File: src/pfi_pkg.sv
// Shared constants and types for the pipeline freeze interlock.
package pfi_pkg;
    // Byte offsets of the registers on the peripheral bus.
    localparam logic [7:0] ADDR_CTRL = 8'h00;
    localparam logic [7:0] ADDR_STATUS = 8'h04;
    localparam logic [7:0] ADDR_IRQ_STAT = 8'h08;
    localparam logic [7:0] ADDR_IRQ_MASK = 8'h0C;
    localparam logic [7:0] ADDR_STALLS = 8'h10;
    // Reset values of the writable registers.
    localparam logic [31:0] RST_CTRL = 32'h0000_0000;
    localparam logic [1:0] RST_MASK = 2'h0;
    // Control bit that lets software hold issue.
    localparam int CTRL_HOLD = 0;
    // Interrupt status bits.
    localparam int IRQ_FREEZE = 0;
    localparam int IRQ_TRAP = 1;
    // Status register field positions.
    localparam int ST_STATE_LSB = 0;
    localparam int ST_PFLD_LSB = 4;
    localparam int ST_STORE_LSB = 8;
    localparam int ST_ADDR_LSB = 12;
    // Occupancy limits of the load, store and address pipes.
    localparam logic [2:0] PFLD_LIMIT = 3'h3;
    localparam logic [2:0] STORE_LIMIT = 3'h2;
    localparam logic [2:0] ADDR_LIMIT = 3'h1;
    // Fixed freeze lengths in clocks.
    localparam logic [4:0] DLY_ONE = 5'h01;
    localparam logic [4:0] DLY_TWO = 5'h02;
    // Fault bit positions in the trait record.
    localparam int FLT_INSTR = 0;
    localparam int FLT_SRC = 1;
    localparam int FLT_RES = 2;
    localparam int FLT_DATA = 3;
    localparam int FLT_ACCESS = 4;

    // Instruction classes as seen by the interlock.
    typedef enum logic [4:0] {
        OP_ADDSUB = 5'b00000, OP_LOGIC = 5'b00001, OP_SHIFT = 5'b00010,
        OP_BR = 5'b00011, OP_BRI = 5'b00100, OP_CALL = 5'b00101,
        OP_CALLI = 5'b00110, OP_BLA = 5'b00111, OP_BCT = 5'b01000,
        OP_BC = 5'b01001, OP_BTE = 5'b01010, OP_TRAP = 5'b01011,
        OP_LD = 5'b01100, OP_ST = 5'b01101, OP_FLD = 5'b01110,
        OP_PFLD = 5'b01111, OP_FST = 5'b10000, OP_FLUSH = 5'b10001,
        OP_FADD = 5'b10010, OP_FMUL = 5'b10011, OP_PFADD = 5'b10100,
        OP_PFMUL = 5'b10101, OP_PFCMP = 5'b10110, OP_PFDUAL = 5'b10111,
        OP_GRAPH = 5'b11000, OP_PGRAPH = 5'b11001, OP_FMOV = 5'b11010,
        OP_OTHER = 5'b11011
    } pfi_op_t;

    // Execution unit of an instruction.
    typedef enum logic [2:0] {
        UNIT_CORE = 3'b000, UNIT_ADDER = 3'b001, UNIT_MUL = 3'b010,
        UNIT_DUAL = 3'b011, UNIT_GRAPH = 3'b100
    } pfi_unit_t;

    // Freeze sequencer states.
    typedef enum logic [1:0] {
        ST_RUN = 2'b00, ST_WAIT = 2'b01, ST_COUNT = 2'b10
    } pfi_state_t;

    // Decoded instruction offered for issue.
    typedef struct packed {
        logic valid;
        pfi_op_t op;
        logic [4:0] dest;
        logic [4:0] src1;
        logic [4:0] src2;
        logic taken;
        logic dcHit;
        logic modified;
    } pfi_inst_t;

    // Traits of the issued instruction.
    typedef struct packed {
        pfi_unit_t unit;
        logic pipelined;
        logic delayed;
        logic setsFlag;
        logic [4:0] faults;
    } pfi_trait_t;
endpackage

File: src/pfi_pending.sv
// Occupancy counter for one pipe of outstanding memory work.
`timescale 1ns/1ps
`default_nettype none
module pfi_pending (
    input wire logic clk,
    input wire logic rst_n,
    input wire logic inc,
    input wire logic dec,
    output logic [2:0] count
);
    // Counts up on entry and down on completion, saturating at both ends.
    always_ff @(posedge clk or negedge rst_n) begin
        if (!rst_n) begin
            count <= 3'h0;
        end else if (inc && !dec && count != 3'h7) begin
            count <= count + 3'h1;
        end else if (dec && !inc && count != 3'h0) begin
            count <= count - 3'h1;
        end
    end
endmodule
`default_nettype wire

File: src/pfi_interlock.sv
// Issue interlock and freeze sequencer with trait decode and a bus slave.
//
// Behaviour
// - One clock per instruction unless frozen.
// - Misses add up; other freezes take longest.
// - Fourth pipelined load waits oldest return plus one.
// - Pipelined load hit: two plus outstanding drain.
// - Full store pipe waits next ready plus one.
// - Full address pipe holds loads and stores.
// - Load after store hit stalls one clock.
// - Branch mispredict by delay kind costs one.
// - Graphics result other than OP_FMOV into adder/multiplier stalls one.
// - Graphics result into graphics stalls one.
// - Store then overwriting pipelined op stalls one.
// - Hardware inserts waits whatever the ordering.
// - Only listed instructions update condition flag.
// - Listed transfers execute one delay slot.
// - Fault classes reported per instruction kind.
`timescale 1ns/1ps
`default_nettype none
module pfi_interlock (
    input wire logic clk,
    input wire logic rst_n,
    input wire logic psel,
    input wire logic penable,
    input wire logic pwrite,
    input wire logic [7:0] paddr,
    input wire logic [31:0] pwdata,
    output logic [31:0] prdata,
    output logic pready,
    output logic pslverr,
    input wire pfi_pkg::pfi_inst_t inst,
    input wire logic pfldReturn,
    input wire logic addrIssued,
    input wire logic readyN,
    input wire logic missInst,
    input wire logic [3:0] missInstClocks,
    input wire logic missData,
    input wire logic [3:0] missDataClocks,
    output logic issueAccept,
    output logic freeze,
    output pfi_pkg::pfi_trait_t stageTrait,
    output logic flagUpdate,
    output logic irq
);
    import pfi_pkg::*;

    pfi_state_t state; // Freeze sequencer state.
    logic [4:0] cnt; // Remaining frozen clocks.
    logic served; // Current instruction already paid its freeze.
    logic [1:0] readySync; // Transfer-ready pin synchroniser.
    logic writeAck; // A write beat was accepted on the bus.
    logic [2:0] pfldCnt, storeCnt, addrCnt; // Pipe occupancies.
    logic [4:0] prevDest; // Destination of the last issued instruction.
    logic [4:0] prevFreg; // First source register of the last issued instruction.
    logic prevGraph, prevGraphMove, prevStoreHit, prevFst; // History.
    logic waitPfld, waitDrain, waitStore, waitAddr, readySeen; // Latched waits.
    logic [4:0] post; // Freeze length after any wait.
    logic [4:0] fix, missSum; // Fixed and summed miss delays.
    logic w3, w4, w5, w6, waitAny, evClear, hazardNow; // Hazard terms.
    logic srcMatch, isMem, isLoad, isAluFp, isGraph, isPipeFp; // Class terms.
    logic [31:0] ctrl; // Control register.
    logic [1:0] irqStat, irqMask; // Sticky events and their mask.
    logic [15:0] stalls; // Frozen clocks with a valid instruction offered since last clear.
    logic [1:0] events; // Events raised this cycle.
    logic wrEn; // Bus write in its access phase.
    pfi_trait_t curTrait; // Traits of the offered instruction.

    // Maps an instruction class to its unit, delay, flag and fault traits.
    function automatic pfi_trait_t traitOf(input pfi_op_t op);
        pfi_trait_t t;
        t = '0;
        t.unit = UNIT_CORE;
        t.faults[FLT_ACCESS] = 1'b1;
        unique case (op)
            OP_ADDSUB, OP_LOGIC: t.setsFlag = 1'b1;
            OP_BR, OP_BRI, OP_CALL, OP_CALLI, OP_BLA, OP_BCT: t.delayed = 1'b1;
            OP_TRAP: t.faults[FLT_INSTR] = 1'b1;
            OP_LD, OP_ST, OP_FLD, OP_FST: t.faults[FLT_DATA] = 1'b1;
            OP_PFLD: t.pipelined = 1'b1;
            OP_FADD: begin
                t.unit = UNIT_ADDER;
                t.faults[FLT_SRC] = 1'b1;
                t.faults[FLT_RES] = 1'b1;
            end
            OP_FMUL: begin
                t.unit = UNIT_MUL;
                t.faults[FLT_SRC] = 1'b1;
                t.faults[FLT_RES] = 1'b1;
            end
            OP_PFADD: begin
                t.unit = UNIT_ADDER;
                t.pipelined = 1'b1;
                t.faults[FLT_SRC] = 1'b1;
                t.faults[FLT_RES] = 1'b1;
            end
            OP_PFMUL, OP_PFDUAL: begin
                t.unit = (op == OP_PFMUL) ? UNIT_MUL : UNIT_DUAL;
                t.pipelined = 1'b1;
                t.faults[FLT_SRC] = 1'b1;
                t.faults[FLT_RES] = 1'b1;
            end
            OP_PFCMP: begin
                t.unit = UNIT_ADDER;
                t.pipelined = 1'b1;
                t.setsFlag = 1'b1;
                t.faults[FLT_SRC] = 1'b1;
            end
            OP_GRAPH, OP_FMOV: t.unit = UNIT_GRAPH;
            OP_PGRAPH: begin
                t.unit = UNIT_GRAPH;
                t.pipelined = 1'b1;
            end
            OP_SHIFT, OP_BC, OP_BTE, OP_FLUSH, OP_OTHER: t.faults[FLT_ACCESS] = 1'b1;
            default: t.faults[FLT_ACCESS] = 1'b1;
        endcase
        return t;
    endfunction

    // Classifies the offered instruction for the hazard checks.
    always_comb begin
        curTrait = traitOf(inst.op);
        isLoad = inst.op == OP_LD || inst.op == OP_FLD || inst.op == OP_PFLD;
        isMem = isLoad || inst.op == OP_ST || inst.op == OP_FST;
        isAluFp = curTrait.unit inside {UNIT_ADDER, UNIT_MUL, UNIT_DUAL};
        isGraph = curTrait.unit == UNIT_GRAPH;
        isPipeFp = curTrait.pipelined && inst.op != OP_PFLD;
        srcMatch = inst.src1 == prevDest || inst.src2 == prevDest;
    end

    // hardware-inserted waits
    // Sums the fixed freezes by taking the longest, and the misses by adding.
    always_comb begin
        fix = 5'h00;
        if ((inst.op == OP_BCT && !inst.taken) ||
            ((inst.op == OP_BC || inst.op == OP_BTE) && inst.taken)) begin
            fix = DLY_ONE;
        end
        if ((inst.op == OP_LD || inst.op == OP_FLD) && prevStoreHit) begin
            fix = DLY_ONE;
        end
        if (prevGraph && !prevGraphMove && isAluFp && srcMatch) begin
            fix = DLY_ONE;
        end
        if (prevGraph && isGraph && srcMatch) begin
            fix = DLY_ONE;
        end
        if (prevFst && isPipeFp && inst.dest == prevFreg) begin
            fix = DLY_ONE;
        end
        w3 = inst.op == OP_PFLD && pfldCnt >= PFLD_LIMIT;
        w4 = inst.op == OP_PFLD && inst.dcHit && pfldCnt < PFLD_LIMIT;
        if (w4) begin
            fix = DLY_TWO;
        end
        if (w3 && fix < DLY_ONE) begin
            fix = DLY_ONE;
        end
        w4 = w4 && (pfldCnt != 3'h0 || storeCnt != 3'h0 || addrCnt != 3'h0);
        w5 = storeCnt >= STORE_LIMIT && (((isMem && !isLoad) && !inst.dcHit) ||
             (isLoad && !inst.dcHit) || (inst.op == OP_FLUSH && inst.modified));
        if (w5 && fix < DLY_ONE) begin
            fix = DLY_ONE;
        end
        w6 = isMem && addrCnt >= ADDR_LIMIT;
        waitAny = w3 || w4 || w5 || w6;
        // misses add, others take the longest
        missSum = 5'((missInst ? missInstClocks : 4'h0)) +
                  5'((missData ? missDataClocks : 4'h0));
        post = (missSum > fix) ? missSum : fix;
    end

    assign hazardNow = state == ST_RUN && inst.valid && !served &&
                       (post != 5'h00 || waitAny);
    assign freeze = state != ST_RUN || hazardNow || ctrl[CTRL_HOLD];
    assign issueAccept = inst.valid && !freeze;

    // Waits end when every latched condition has cleared.
    assign evClear = (!waitPfld || pfldCnt < PFLD_LIMIT) &&
                     (!waitDrain || (pfldCnt == 3'h0 && storeCnt == 3'h0 &&
                      addrCnt == 3'h0)) &&
                     (!waitStore || readySeen || writeAck) &&
                     (!waitAddr || addrCnt < ADDR_LIMIT);

    // Transfer-ready arrives from a pin and is synchronised first.
    always_ff @(posedge clk or negedge rst_n) begin
        if (!rst_n) begin
            readySync <= 2'b11;
        end else begin
            readySync <= {readySync[0], readyN};
        end
    end
    assign writeAck = !readySync[1];

    // hold while frozen
    // Freeze sequencer: wait for bus events, then count out the freeze length in post.
    always_ff @(posedge clk or negedge rst_n) begin
        if (!rst_n) begin
            state <= ST_RUN;
            cnt <= 5'h00;
            served <= 1'b0;
            {waitPfld, waitDrain, waitStore, waitAddr} <= 4'h0;
        end else begin
            unique case (state)
                ST_RUN: begin
                    if (issueAccept) begin
                        served <= 1'b0;
                    end else if (hazardNow) begin
                        {waitPfld, waitDrain, waitStore, waitAddr} <= {w3, w4, w5, w6};
                        cnt <= post - DLY_ONE;
                        // A plain one-clock freeze ends in this very cycle.
                        if (waitAny) begin
                            state <= ST_WAIT;
                            cnt <= post;
                        end else if (post > DLY_ONE) begin
                            state <= ST_COUNT;
                        end else begin
                            served <= 1'b1;
                        end
                    end
                end
                ST_WAIT: begin
                    // The clearing cycle itself is the first post clock.
                    if (evClear) begin
                        if (cnt > DLY_ONE) begin
                            state <= ST_COUNT;
                            cnt <= cnt - DLY_ONE;
                        end else begin
                            state <= ST_RUN;
                            served <= 1'b1;
                        end
                    end
                end
                ST_COUNT: begin
                    cnt <= cnt - DLY_ONE;
                    if (cnt == DLY_ONE) begin
                        state <= ST_RUN;
                        served <= 1'b1;
                    end
                end
                default: state <= ST_RUN;
            endcase
        end
    end

    // A write beat seen while waiting is remembered until the wait ends.
    always_ff @(posedge clk or negedge rst_n) begin
        if (!rst_n) begin
            readySeen <= 1'b0;
        end else if (state != ST_WAIT) begin
            readySeen <= 1'b0;
        end else if (writeAck) begin
            readySeen <= 1'b1;
        end
    end

    // Occupancy of the pipelined load, store and address pipes.
    pfi_pending uPfld (.clk(clk), .rst_n(rst_n),
        .inc(issueAccept && inst.op == OP_PFLD), .dec(pfldReturn), .count(pfldCnt));
    // Only misses occupy the store and address pipes; a cache hit never reaches the bus.
    pfi_pending uStore (.clk(clk), .rst_n(rst_n),
        .inc(issueAccept && isMem && !isLoad && !inst.dcHit),
        .dec(writeAck), .count(storeCnt));
    pfi_pending uAddr (.clk(clk), .rst_n(rst_n),
        .inc(issueAccept && isMem && !inst.dcHit), .dec(addrIssued), .count(addrCnt));

    // Stage traits and history move only when an instruction issues; the flag pulse is reloaded every clock.
    always_ff @(posedge clk or negedge rst_n) begin
        if (!rst_n) begin
            stageTrait <= '0;
            prevDest <= 5'h00;
            prevFreg <= 5'h00;
            {prevGraph, prevGraphMove, prevStoreHit, prevFst} <= 4'h0;
            flagUpdate <= 1'b0;
        end else begin
            flagUpdate <= issueAccept && curTrait.setsFlag;
            if (issueAccept) begin
                stageTrait <= curTrait;
                prevDest <= inst.dest;
                prevFreg <= inst.src1;
                prevGraph <= isGraph;
                prevGraphMove <= inst.op == OP_FMOV;
                prevStoreHit <= (inst.op == OP_ST || inst.op == OP_FST) && inst.dcHit;
                prevFst <= inst.op == OP_FST;
            end
        end
    end

    // Bus slave: zero-wait access, read data captured in the setup cycle.
    assign pready = 1'b1;
    assign wrEn = psel && penable && pwrite;
    assign events = {issueAccept && curTrait.faults[FLT_INSTR], hazardNow};
    assign irq = |(irqStat & irqMask);

    // Unmapped addresses answer with an error.
    always_comb begin
        pslverr = psel && penable && !(paddr inside {ADDR_CTRL, ADDR_STATUS,
                  ADDR_IRQ_STAT, ADDR_IRQ_MASK, ADDR_STALLS});
    end

    // Writable registers; a new event wins over a one-to-clear write.
    always_ff @(posedge clk or negedge rst_n) begin
        if (!rst_n) begin
            ctrl <= RST_CTRL;
            irqMask <= RST_MASK;
            irqStat <= 2'h0;
            stalls <= 16'h0000;
        end else begin
            if (wrEn && paddr == ADDR_CTRL) begin
                ctrl <= pwdata;
            end
            if (wrEn && paddr == ADDR_IRQ_MASK) begin
                irqMask <= pwdata[1:0];
            end
            irqStat <= (irqStat & ~((wrEn && paddr == ADDR_IRQ_STAT) ?
                       pwdata[1:0] : 2'h0)) | events;
            if (wrEn && paddr == ADDR_STALLS) begin
                stalls <= 16'h0000;
            end else if (freeze && inst.valid) begin
                stalls <= stalls + 16'h0001;
            end
        end
    end

    // Read data is registered in the setup cycle of a read.
    always_ff @(posedge clk or negedge rst_n) begin
        if (!rst_n) begin
            prdata <= 32'h0000_0000;
        end else if (psel && !penable && !pwrite) begin
            prdata <= 32'h0000_0000;
            unique case (paddr)
                ADDR_CTRL: prdata <= ctrl;
                ADDR_STATUS: begin
                    prdata[ST_STATE_LSB +: 2] <= state;
                    prdata[ST_PFLD_LSB +: 3] <= pfldCnt;
                    prdata[ST_STORE_LSB +: 3] <= storeCnt;
                    prdata[ST_ADDR_LSB +: 3] <= addrCnt;
                end
                ADDR_IRQ_STAT: prdata[1:0] <= irqStat;
                ADDR_IRQ_MASK: prdata[1:0] <= irqMask;
                ADDR_STALLS: prdata[15:0] <= stalls;
                default: prdata <= 32'h0000_0000;
            endcase
        end
    end
endmodule
`default_nettype wire

File: config.mk
export PLATFORM = sky130hd
export DESIGN_NAME = pfi_interlock
export DESIGN_NICKNAME = d
export VERILOG_FILES = /design/src/pfi_pkg.sv /design/src/pfi_pending.sv /design/src/pfi_interlock.sv
export SDC_FILE = /design/constraint.sdc
export NUM_CORES = 1
export LEC_CHECK = 0
export BUFFER_PORTS_ARGS = -buffer_cell sky130_fd_sc_hd__buf_2
export CAP_MARGIN = 5
export CORE_ASPECT_RATIO = 0.9
export CORE_MARGIN = 5
export CORE_UTILIZATION = 53
export CTS_BUF_LIST = sky130_fd_sc_hd__clkbuf_8
export DETAILED_ROUTE_END_ITERATION = 8
export PLACE_DENSITY = 0.76
export SYNTH_ARGS = -nofsm -noshare
export SYNTH_HDL_FRONTEND = slang
export SYNTH_SLANG_ARGS = --single-unit
File: constraint.sdc
create_clock -name clk -period 4.92 [get_ports clk]
set_input_delay 0.738 -clock clk [delete_from_list [all_inputs] [get_ports clk]]
set_output_delay 0.738 -clock clk [all_outputs]
set_load 0.02 [all_outputs]
==> impl_metrics.ini, run 1 <==
[place]
numPortBuffers = 129
dp_hpwl_um = 13510
gp_congestion = 0.8844
place_area_um2 = 8366

[routing]
wl_per_cell_um = 17.13
via_count = 6267
drc = 0
routed_wl_um = 18600
drt_iter0_markers = 608
vias_per_cell = 5.771
ant_nets = 0
drt_pass1_iterations = 5

[cts]
clock-sinks = 134
cts_root_buffer = clkbuf_8
clkTransAtPathRegs_ns = 0.09
htree_levels = 4
insertion_delay_ns = 0.46
cts_tree = built
cts_buffer_depth = 2
cts-buffers-inserted = 17

[pwr]
clock_power_share = 0.220
total_power_w = 0.003797
p_int_w = 0.002284
power.density_nw_per_um2 = 430.0
seqPwrFrac = 0.396
netSwitchingFraction = 0.3985
max-vdd-ir-drop_v = 0.0002557
comb_power_share = 0.384
power.switching_w = 0.001513
p_leak_nw = 4.341

[yosys]
mappedNetlistArea_um2 = 7343
ys_types = 71
synth-async-reset-ratio = 1.000
yosysSeqAreaShare = 0.4570
syn_avg_cell_area_um2 = 9.765
synth-edff-count = 0
synth_seq_cells = 134
synthFlopType = dfrtp_1
synth_nets = 858
yosys_warnings = 0
synth_cells = 752

[floorplan]
start_util = 0.5454
io_pins = 131
fp.dieW_um = 134.1
die_area_um2 = 16310
rows = 40
core_area_um2 = 13460
die_h_um = 121.7

[final_layout]
finalInstanceArea_um2 = 8830
nets = 1011
final_cell_mix = dfrtp_1, buf_2, nand2_1
layout-drive-gt1-share = 0.2996
layout_commonest_cell = dfrtp_1
area_growth_pct = 20.24
antenna_cells = 0

[worst_setup_path]
path_class = primary input to output pin
required_ns = 4.18
cp_max_fo = 4
critPathCaptureType = output pin
arrival_ns = 4.14
slowest_stage = fa_1
reg2reg_slack_ns = 0.35
path_cells = buf_2, and2_1, ha_2, inv_1, fa_1, inv_1, ha_4, nor2b_1, o21ai_1, nand3_2, mux2_4, inv_2, ha_2, nand3_2, o31a_1, buf_4, or2_4, inv_2, buf_4
max_stage_delay_ns = 0.53
worst_setup_path_start_kind = primary input
r2r_cells = 19
r2r-start = uStore.count[1]
crit-reg2reg-capture = uPfld.count[1]

[global_routing]
grt_max_degree = 87
groute.usage.overall = 0.2328
grt_overflow = 0
grt_pass1_vias = 6270
antenna_found_initial = 0
grt_pass1_wl_um = 30600

[run]
drv_cap = 0

[sta]
finalClockSkew_ns = 0.01457
tightest_slew_ns = 1.031
tns_ns = 0
finalMaxSlewViolations = 0
finalHoldViolCount = 0
max_freq_mhz = 204.9
period_minus_slack_ns = 4.880
period_share = 0.9919
setup_viol = 0
timing.slew.headroom = 0.3087

[hold_path]
min_path_type = primary input to async pin

[status]
outcome = complete, no violations
==> per-layer routing <==
metal,part of all wire,vias to the layer above,routed length [µm],GRT usage
met5,0,-,0,0
met4,0.014,0,253,0.06870
met3,0.051,24,956,0.05863
met2,0.50,182,9288,0.3892
met1,0.44,3081,8104,0.3023
li1,-,2980,-,-
==> worst max-delay path: cells and delay by family <==
kind	cells	cell delay, ns
adders and majority gates	4	1.10
and+or+nand+nor	5	0.75
buffers and inverters	7	0.65
AOI/OAI and AO/OA	2	0.55
muxes	1	0.35
==> worst max-delay path by stage <==
stage / slack (ns) / depth (start not counted) / startpoint / endpoint
after global placement: -0.02 / 21 / missInst / uStore.count[2]
after floorplan: -0.003 / 20 / missInstClocks[0] / uStore.count[2]
after CTS: 0.001 / 19 / missInst / issueAccept
after global routing: -0.11 / 19 / missInst / issueAccept
final: 0.04 / 19 / missInst / issueAccept
after detailed placement: -0.21 / 21 / missInst / uStore.count[2]
==> sequential cells by signal, indices dropped and copies added, names as in the netlist, 2 cells and up <==
| name | cells |
|---|---|
| ctrl | 32 |
| prdata | 32 |
| stalls | 16 |
| stageTrait | 11 |
| cnt | 5 |
| prevDest | 5 |
| prevFreg | 5 |
| uAddr.count | 3 |
| uPfld.count | 3 |
| uStore.count | 3 |
| irqMask | 2 |
| irqStat | 2 |
| readySync | 2 |
| state | 2 |
==> synth_stat cells, types with 3 or more instances <==
cell       instances  area [µm²]
nand2b_1          13       81.33
ha_1              21       262.8
buf_2              5       25.02
nand2_1           95       356.6
inv_1             29       108.9
and2_1            10       62.56
o31ai_1           13       97.59
and3_1             9       56.30
a22o_1            18       157.7
buf_1              4       15.01
nor2b_1           12       75.07
or3_1              9       56.30
clkbuf_1          29       108.9
a21o_1             9       67.56
nand4_1            6       37.54
fa_1               3       60.06
xor2_1            12       105.1
o21a_1             5       37.54
nor3_1            18       90.09
a211oi_1           4       30.03
mux2i_1           20       200.2
a2111oi_0          4       35.03
nor4_1             5       31.28
a21oi_1           30       150.1
a221oi_1           3       26.28
o22ai_1            5       31.28
a31oi_1            7       43.79
mux2_2            41       461.7
o21ai_0           36       180.2
dfrtp_1          132        3303
nor2_1            49       183.9
xnor2_1           20       175.2
nand3_1           25       125.1
==> cell families (layout without fill, tap and decap cells) <==
| group | after synthesis | count (layout) | synth area share |
|---|---|---|---|
| XOR/XNOR | 32 | 32 | 0.03817 |
| multiplexers | 61 | 61 | 0.09013 |
| other | 1 | 1 | 0.0005107 |
| AO/OA/AOI/OAI | 159 | 159 | 0.1464 |
| adder cells (fa/ha/maj) | 24 | 24 | 0.04396 |
| AND/OR/NAND/NOR | 271 | 271 | 0.1852 |
| flip-flops | 134 | 134 | 0.4570 |
| buffers and inverters | 70 | 236 | 0.03867 |
==> metrics by stage <==
| step | utilization | instances | worst slack, ns | hold WS (ns) |
|---|---|---|---|---|
| after detailed placement | 0.6214 | 1048 | -0.2114 | 0.3595 |
| after CTS | 0.6501 | 1082 | 0.001477 | 0.3290 |
| after floorplan | - | 752 | -0.003000 | 0.3452 |
| final | 0.6559 | 1086 | 0.04006 | 0.3220 |
| after global routing | 0.6559 | 1086 | -0.1109 | 0.3468 |
| after global placement | 0.6214 | 1048 | -0.01897 | 0.3620 |
==> power by group through the flow <==
stage          combinational [W]  clock (W)  sequential (W)
6_report                 0.00146   0.000837         0.00150
5_1_grt                  0.00162   0.000909         0.00153
4_1_cts                  0.00143   0.000856         0.00150
3_5_place_dp             0.00139          0         0.00151
3_3_place_gp             0.00132          0         0.00150
2_1_floorplan           0.000949          0         0.00151
==> layout make-up <==
class / instances / area [µm²]
Multi-Input combinational cell: 548 / 3794
Sequential cell: 134 / 3356
Inverter: 29 / 108.9
Tap cell: 168 / 210.2
Fill cell: 1053 / 4633
Clock inverter: 15 / 121.4
Timing Repair Buffer: 175 / 1006
Clock buffer: 17 / 234.0
==> timing repair <==
item                       in CTS  in global routing
hold buffers                    0                  0
setup buffers                   2                  4
resized for setup               4                 12
setup endpoints to repair       1                  4
pin swaps                       2                  9
(Power assumes the default switching activity.)
==> run 2: changes to the inputs <==
Settings changed: ABC_AREA set to 1, CTS_BUF_LIST sky130_fd_sc_hd__clkbuf_8 to sky130_fd_sc_hd__clkbuf_4 sky130_fd_sc_hd__clkbuf_8.
==> run 2 against run 1 <==
  * Flip-flop and latch count unchanged
  * Critical endpoint unchanged
  * Worst setup slack better by 0.35 ns
  * Cell area down 1.9%
  * Largest cell class unchanged
  * Critical path type unchanged
==> impl_metrics.ini, run 2 <==
[sta]
holdWs_ns = 0.3616
timing.slew.headroom = 0.3263
finalMaxSlewViolations = 0
setup_viol = 0
max_freq_mhz = 220.7
finalHoldViolCount = 0
period_share = 0.9209
period_minus_slack_ns = 4.531
finalClockSkew_ns = 0.01191
rsz0062_at_grt = no
tightest_slew_ns = 1.007
tns_ns = 0

[yosys]
synth_top_cells_by_count = nand2_1, dfrtp_1, inv_1
yosys.area.top_type = dfrtp_1
synth-async-reset-ratio = 1.000
synth_seq_cells = 134
muxShareOfSynthArea = 0.01828
mappedNetlistArea_um2 = 7392
synthTopCellsByArea = dfrtp_1, nand2_1, inv_1
synth.most_common_cell = nand2_1
synth-xor-area-share = 0.02133
yosys_warnings = 0
synth-edff-count = 0
ys_types = 49
synth_compound_area_frac = 0.1193
synth.top_cell.area_share = 0.4469
synthFlopType = dfrtp_1
synth_cells = 923
synth_top_family_by_area = simple AND/OR/NAND/NOR gates
yosysSeqAreaShare = 0.4540
synthAdderAreaFrac = 0.04367
synth_nets = 1029
syn_avg_cell_area_um2 = 8.009
synthSimpleGateAreaFrac = 0.2600

[final_layout]
nets = 1158
area_growth_pct = 17.13
layout-drive-gt1-share = 0.2028
layout_commonest_cell = nand2_1
reg_top3 = ctrl (32), prdata (32), stalls (16)
instances_no_fill = 1238
final_cell_mix = nand2_1, dfrtp_1, buf_2
final_util = 0.6251

[routing]
via_count = 6390
wl_per_cell_um = 13.72
drt_pass1_iterations = 5
ant_nets = 0
vias_per_cell = 5.162
drc = 0
routed_wl_um = 16990
drt_iter0_markers = 469

[floorplan]
core_area_um2 = 13850
die_h_um = 122.0
die_area_um2 = 16410
start_util = 0.5337
fp.dieW_um = 134.5
rows = 41
io_pins = 131

[hold_path]
min_to = readySync[1]
min_path_type = flip-flop to flip-flop
min_from = readySync[0]
min_path_cells = 0

[global_routing]
groute.usage.overall = 0.2165
grt_use_met3 = 0.05367
use_met1 = 0.3091
grt.busiest_layer = met2
grt_pass1_wl_um = 28690
gr-usage-met2 = 0.3367
antenna_found_initial = 0
grt_max_degree = 110
grt_pass1_vias = 6019
grt_overflow = 0

[worst_setup_path]
required_ns = 4.18
crit-reg2reg-capture = uPfld.count[2]
path_class = primary input to output pin
critPathCaptureType = output pin
r2r_cells = 23
worst_setup_path_start_kind = primary input
cp_max_fo = 14
r2r-start = uPfld.count[0]
reg2reg_slack_ns = 0.78
arrival_ns = 3.79

[cts]
insertion_delay_ns = 0.44
htree_levels = 4
cts_root_buffer = clkbuf_8
clkTransAtPathRegs_ns = 0.07
cts_tree = built
clock-sinks = 134
cts_setup_buffers = 0
cts-buffers-inserted = 17
cts_buffer_depth = 2

[pwr]
total_power_w = 0.003933
max-vdd-ir-drop_v = 0.0002216
p_leak_nw = 4.623
power.density_nw_per_um2 = 454.3

[place]
gp_congestion = 0.9140
numPortBuffers = 129
place_inst = 1205
dp_hpwl_um = 12520

[status]
outcome = complete, no violations

[run]
drv_cap = 0
## run 2: changes by cell type after synthesis, sizes merged, moves of 20 or more
cell and change:
inv +98, mux2 -29, mux2i -20, nand2 +129
nand3 +37, nor2 +55
## run 2: worst max-delay path by stage
stage                            startpoint              to  slack [ns]  depth (start not counted)
final                              inst[22]     issueAccept        0.39                         22
after global routing               inst[22]     issueAccept        0.02                         22
after CTS                    uPfld.count[0]     issueAccept        0.37                         19
after detailed placement           inst[22]  uPfld.count[2]        0.24                         26
after global placement             inst[22]  uPfld.count[2]        0.46                         26
after floorplan           missInstClocks[0]     issueAccept        0.79                         20
## run 2: critical path: stages
cell and delay [ns]:
buf_2 0.21, inv_2 0.09, nand3_2 0.12, nand2_2 0.10, nand2_2 0.11, nand2_1 0.09
a21boi_0 0.24, nand3_1 0.12, ha_1 0.29, a22oi_1 0.23, nor2_1 0.11, nand2_1 0.07
o21ai_0 0.11, inv_1 0.14, ha_1 0.16, inv_1 0.04, nor2_1 0.11, nand3_2 0.09
nand2_4 0.17, nand3_4 0.15, nor2_8 0.13, buf_2 0.17
## run 2: final cells by class
| cell class | instances | area [µm²] |
|---|---|---|
| clock inverter | 11 | 195.2 |
| clock buffer | 21 | 282.8 |
| inverter | 128 | 480.5 |
| tap | 172 | 215.2 |
| multi-input combinational | 636 | 3430 |
| timing repair buffer | 135 | 696.9 |
| fill | 1206 | 5192 |
| sequential | 134 | 3356 |
| antenna | 1 | 2.502 |
## run 2: report_power, final
| part | switching, W | total, W | internal (W) |
|---|---|---|---|
| registers | 0.000191 | 0.00151 | 0.00132 |
| logic | 0.000866 | 0.00134 | 0.000470 |
| clock network | 0.000433 | 0.00109 | 0.000652 |
## run 2: layer usage
metal / routed length [µm] / vias up
li1: - / 3267
met1: 8164 / 2990
met2: 7903 / 125
met3: 788 / 8
met4: 129 / 0
met5: 0 / -
## run 2: what timing repair did
item	4_1_cts	5_1_grt
resized for setup	0	1
setup endpoints to repair	0	1
hold buffers	0	0
## run 2: kinds of logic (layout without fill, tap and decap cells)
kind of cell,count (synthesis),after routing
and+or+nand+nor,429,429
buffers and inverters,153,295
AOI/OAI and AO/OA,152,152
DFF,134,134
adders and majority gates,24,24
xor gates and xnor gates,18,18
muxes,12,12
other,1,2
## run 2: per-stage QoR
stage                     cell area [µm²]  worst slack, ns
after global placement               8174           0.4570
after global routing                 8656          0.02266
final                                8658           0.3893
after floorplan                      7392           0.7878
after CTS                            8652           0.3724
after detailed placement             8174           0.2426
==> run 3: changes to the inputs <==
Settings changed: SYNTH_HIERARCHICAL set to 1.
==> run 3 against run 2 <==
  * Combinational power barely moved
  * Total power fell by 4.6%
  * Non-clock buffer count rose by 7
  * Flip-flop and latch count did not move
  * Utilization rose by 0.27 points
  * Worst hold slack improved by 0.0063 ns
  * Register-to-register slack got worse by 0.03 ns
  * Clock power fell by 19%
  * Cell area rose by 1.2%
  * First-iteration DRC count fell by 19%
  * Global-route usage fell by 0.18 points
==> impl_metrics.ini, run 3 <==
[status]
outcome = complete, no violations

[yosys]
synthFlopType = dfrtp_1
yosys.area.top_type = dfrtp_1
synth_seq_cells = 134
yosysSeqAreaShare = 0.4464
syn_avg_cell_area_um2 = 8.074
synth.top_cell.area_share = 0.4394
synth-async-reset-ratio = 1.000
yosys_warnings = 6
synthTopCellsByArea = dfrtp_1, nand2_1, inv_1
synth-edff-count = 0
synth_nets = 1033
mappedNetlistArea_um2 = 7517
synth_cells = 931
ys_types = 55
synth_top_cells_by_count = nand2_1, dfrtp_1, inv_1
synth.most_common_cell = nand2_1

[cts]
clock-sinks = 134
cts-buffers-inserted = 17
cts_tree = built
htree_levels = 4
cts_hold_buf = 0
clkTransAtPathRegs_ns = 0.07
cts_root_buffer = clkbuf_8
cts_buffer_depth = 2
insertion_delay_ns = 0.45

[final_layout]
final_cell_mix = nand2_1, dfrtp_1, inv_1
nets = 1169
layout-drive-gt1-share = 0.2481
antenna_cells = 0
layout_commonest_cell = nand2_1
reg_top3 = ctrl (32), prdata (32), stalls (16)
area_growth_pct = 16.53

[sta]
rsz0062_at_grt = no
tightest_slew_ns = 0.9243
timing.slew.headroom = 0.3838
finalClockSkew_ns = 0.01400
holdWs_ns = 0.3679
max_freq_mhz = 218.2
tns_ns = 0
period_minus_slack_ns = 4.583
setup_viol = 0
finalMaxSlewViolations = 0
finalHoldViolCount = 0
period_share = 0.9314

[global_routing]
grt_max_degree = 103
grt_pass1_vias = 6113
grt_pass1_wl_um = 28790
grt_overflow = 0
antenna_found_initial = 0
groute.usage.overall = 0.2147

[routing]
drt_iter0_markers = 378
routed_wl_um = 17380
via_count = 6502
drc = 0
ant_nets = 0
wl_per_cell_um = 13.65
vias_per_cell = 5.108
drt_pass1_iterations = 5

[pwr]
max-vdd-ir-drop_v = 0.0002979
power.density_nw_per_um2 = 428.2
p_leak_nw = 4.777

[worst_setup_path]
critPathLaunch = missInst
required_ns = 4.18
arrival_ns = 3.84
path_class = primary input to output pin
reg2reg_slack_ns = 0.75
slowest_stage = fa_1
r2r-start = uPfld/count[0]
path_cells = buf_2, nand2_1, inv_1, ha_1, inv_1, fa_1, inv_1, ha_1, nand2_1, a22oi_1, nor3_2, nand4_1, nand2_2, ha_1, nand2_1, nor2_1, nand3_2, nand2_2, nand4_2, buf_6, inv_2, buf_2
worst_setup_path_start_kind = primary input
max_stage_delay_ns = 0.50
critPathCaptureType = output pin
r2r_cells = 24
cp_max_fo = 30
crit_end = issueAccept
crit-reg2reg-capture = uStore/count[2]

[floorplan]
start_util = 0.5387
rows = 41
io_pins = 131
die_h_um = 123.0
fp.dieW_um = 135.5
die_area_um2 = 16670
core_area_um2 = 13950

[hold_path]
min_path_cells = 0
min_path_type = flip-flop to flip-flop

[place]
numPortBuffers = 129
gp_congestion = 0.9275
dp_hpwl_um = 12850

[run]
drv_cap = 0
## run 3: cell types whose count changed in the layout (fill, tap and decap cells not counted), moves of 12 or more
| cell | previous run | this run |
|---|---|---|
| nor2_1 | 96 | 60 |
| nand3_1 | 52 | 71 |
| nand2_2 | 6 | 22 |
| o31ai_1 | 22 | 6 |
| mux2_2 | 12 | 26 |
| o21ai_1 | 8 | 22 |
| a21oi_1 | 45 | 33 |
| nand2_1 | 216 | 228 |
## run 3: per-layer routing
metal / wire (µm) / track usage
met1: 8161 / 0.2973
met2: 8150 / 0.3436
met3: 862 / 0.04434
met4: 207 / 0.06486
met5: 0 / 0
## run 3: worst min path at each step
stage / start / endpoint / slack, ns
after floorplan: readySync[0] / readySync[1] / 0.35
after global placement: readySync[0] / readySync[1] / 0.36
after detailed placement: readySync[0] / readySync[1] / 0.36
after CTS: readyN / readySync[0] / 0.36
after global routing: readyN / readySync[0] / 0.36
final: readySync[0] / readySync[1] / 0.37
## run 3: final cells by class
cell class | instances | area [µm²]
repair buffers | 142 | 753.2
multi-input cells | 637 | 3521
fillers | 1260 | 5194
clock buffers | 18 | 241.5
inverters | 135 | 511.7
well taps | 193 | 241.5
clock inverters | 14 | 135.1
flip-flops and latches | 134 | 3356
## run 3: kinds of logic after synthesis
family / Yosys count / share of synthesized area
compound gates: 142 / 0.1114
xor+xnor: 9 / 0.01049
fa+ha+maj: 20 / 0.03728
buf+inv: 160 / 0.08655
flops: 134 / 0.4464
mux: 26 / 0.03895
other cells: 1 / 0.0004989
simple gates: 439 / 0.2685
## run 3: per-stage QoR
stage | instance area [µm²] | total power (W) | cells | setup slack [ns] | util
after floorplan | 7517 | 0.002527 | 931 | 0.2599 | -
after global placement | 8377 | 0.002852 | 1241 | 0.2600 | 0.6003
after detailed placement | 8377 | 0.002881 | 1241 | 0.06913 | 0.6003
after CTS | 8753 | 0.003767 | 1273 | 0.2639 | 0.6273
after global routing | 8760 | 0.004050 | 1273 | 0.03034 | 0.6278
final | 8760 | 0.003751 | 1273 | 0.3373 | 0.6278
## run 3: critical path: cells and delay by family
| kind | cells | cell delay [ns] |
|---|---|---|
| compound gates | 1 | 0.07 |
| fa+ha+maj | 4 | 1.10 |
| buf+inv | 7 | 0.76 |
| simple gates | 10 | 1.20 |
## run 3: timing repair
item / CTS / global route
endpoints found under the setup margin: 0 / 1
buffers inserted: 0 / 0
resized for setup: 0 / 2
## run 3: power by group
part           switching (W)  total, W  leakage, nW  internal, W
Clock               0.000431  0.000881        0.192     0.000450
Sequential          0.000204   0.00153         1.73      0.00132
Combinational       0.000856   0.00134         2.85     0.000488
Total                0.00149   0.00375         4.78      0.00226
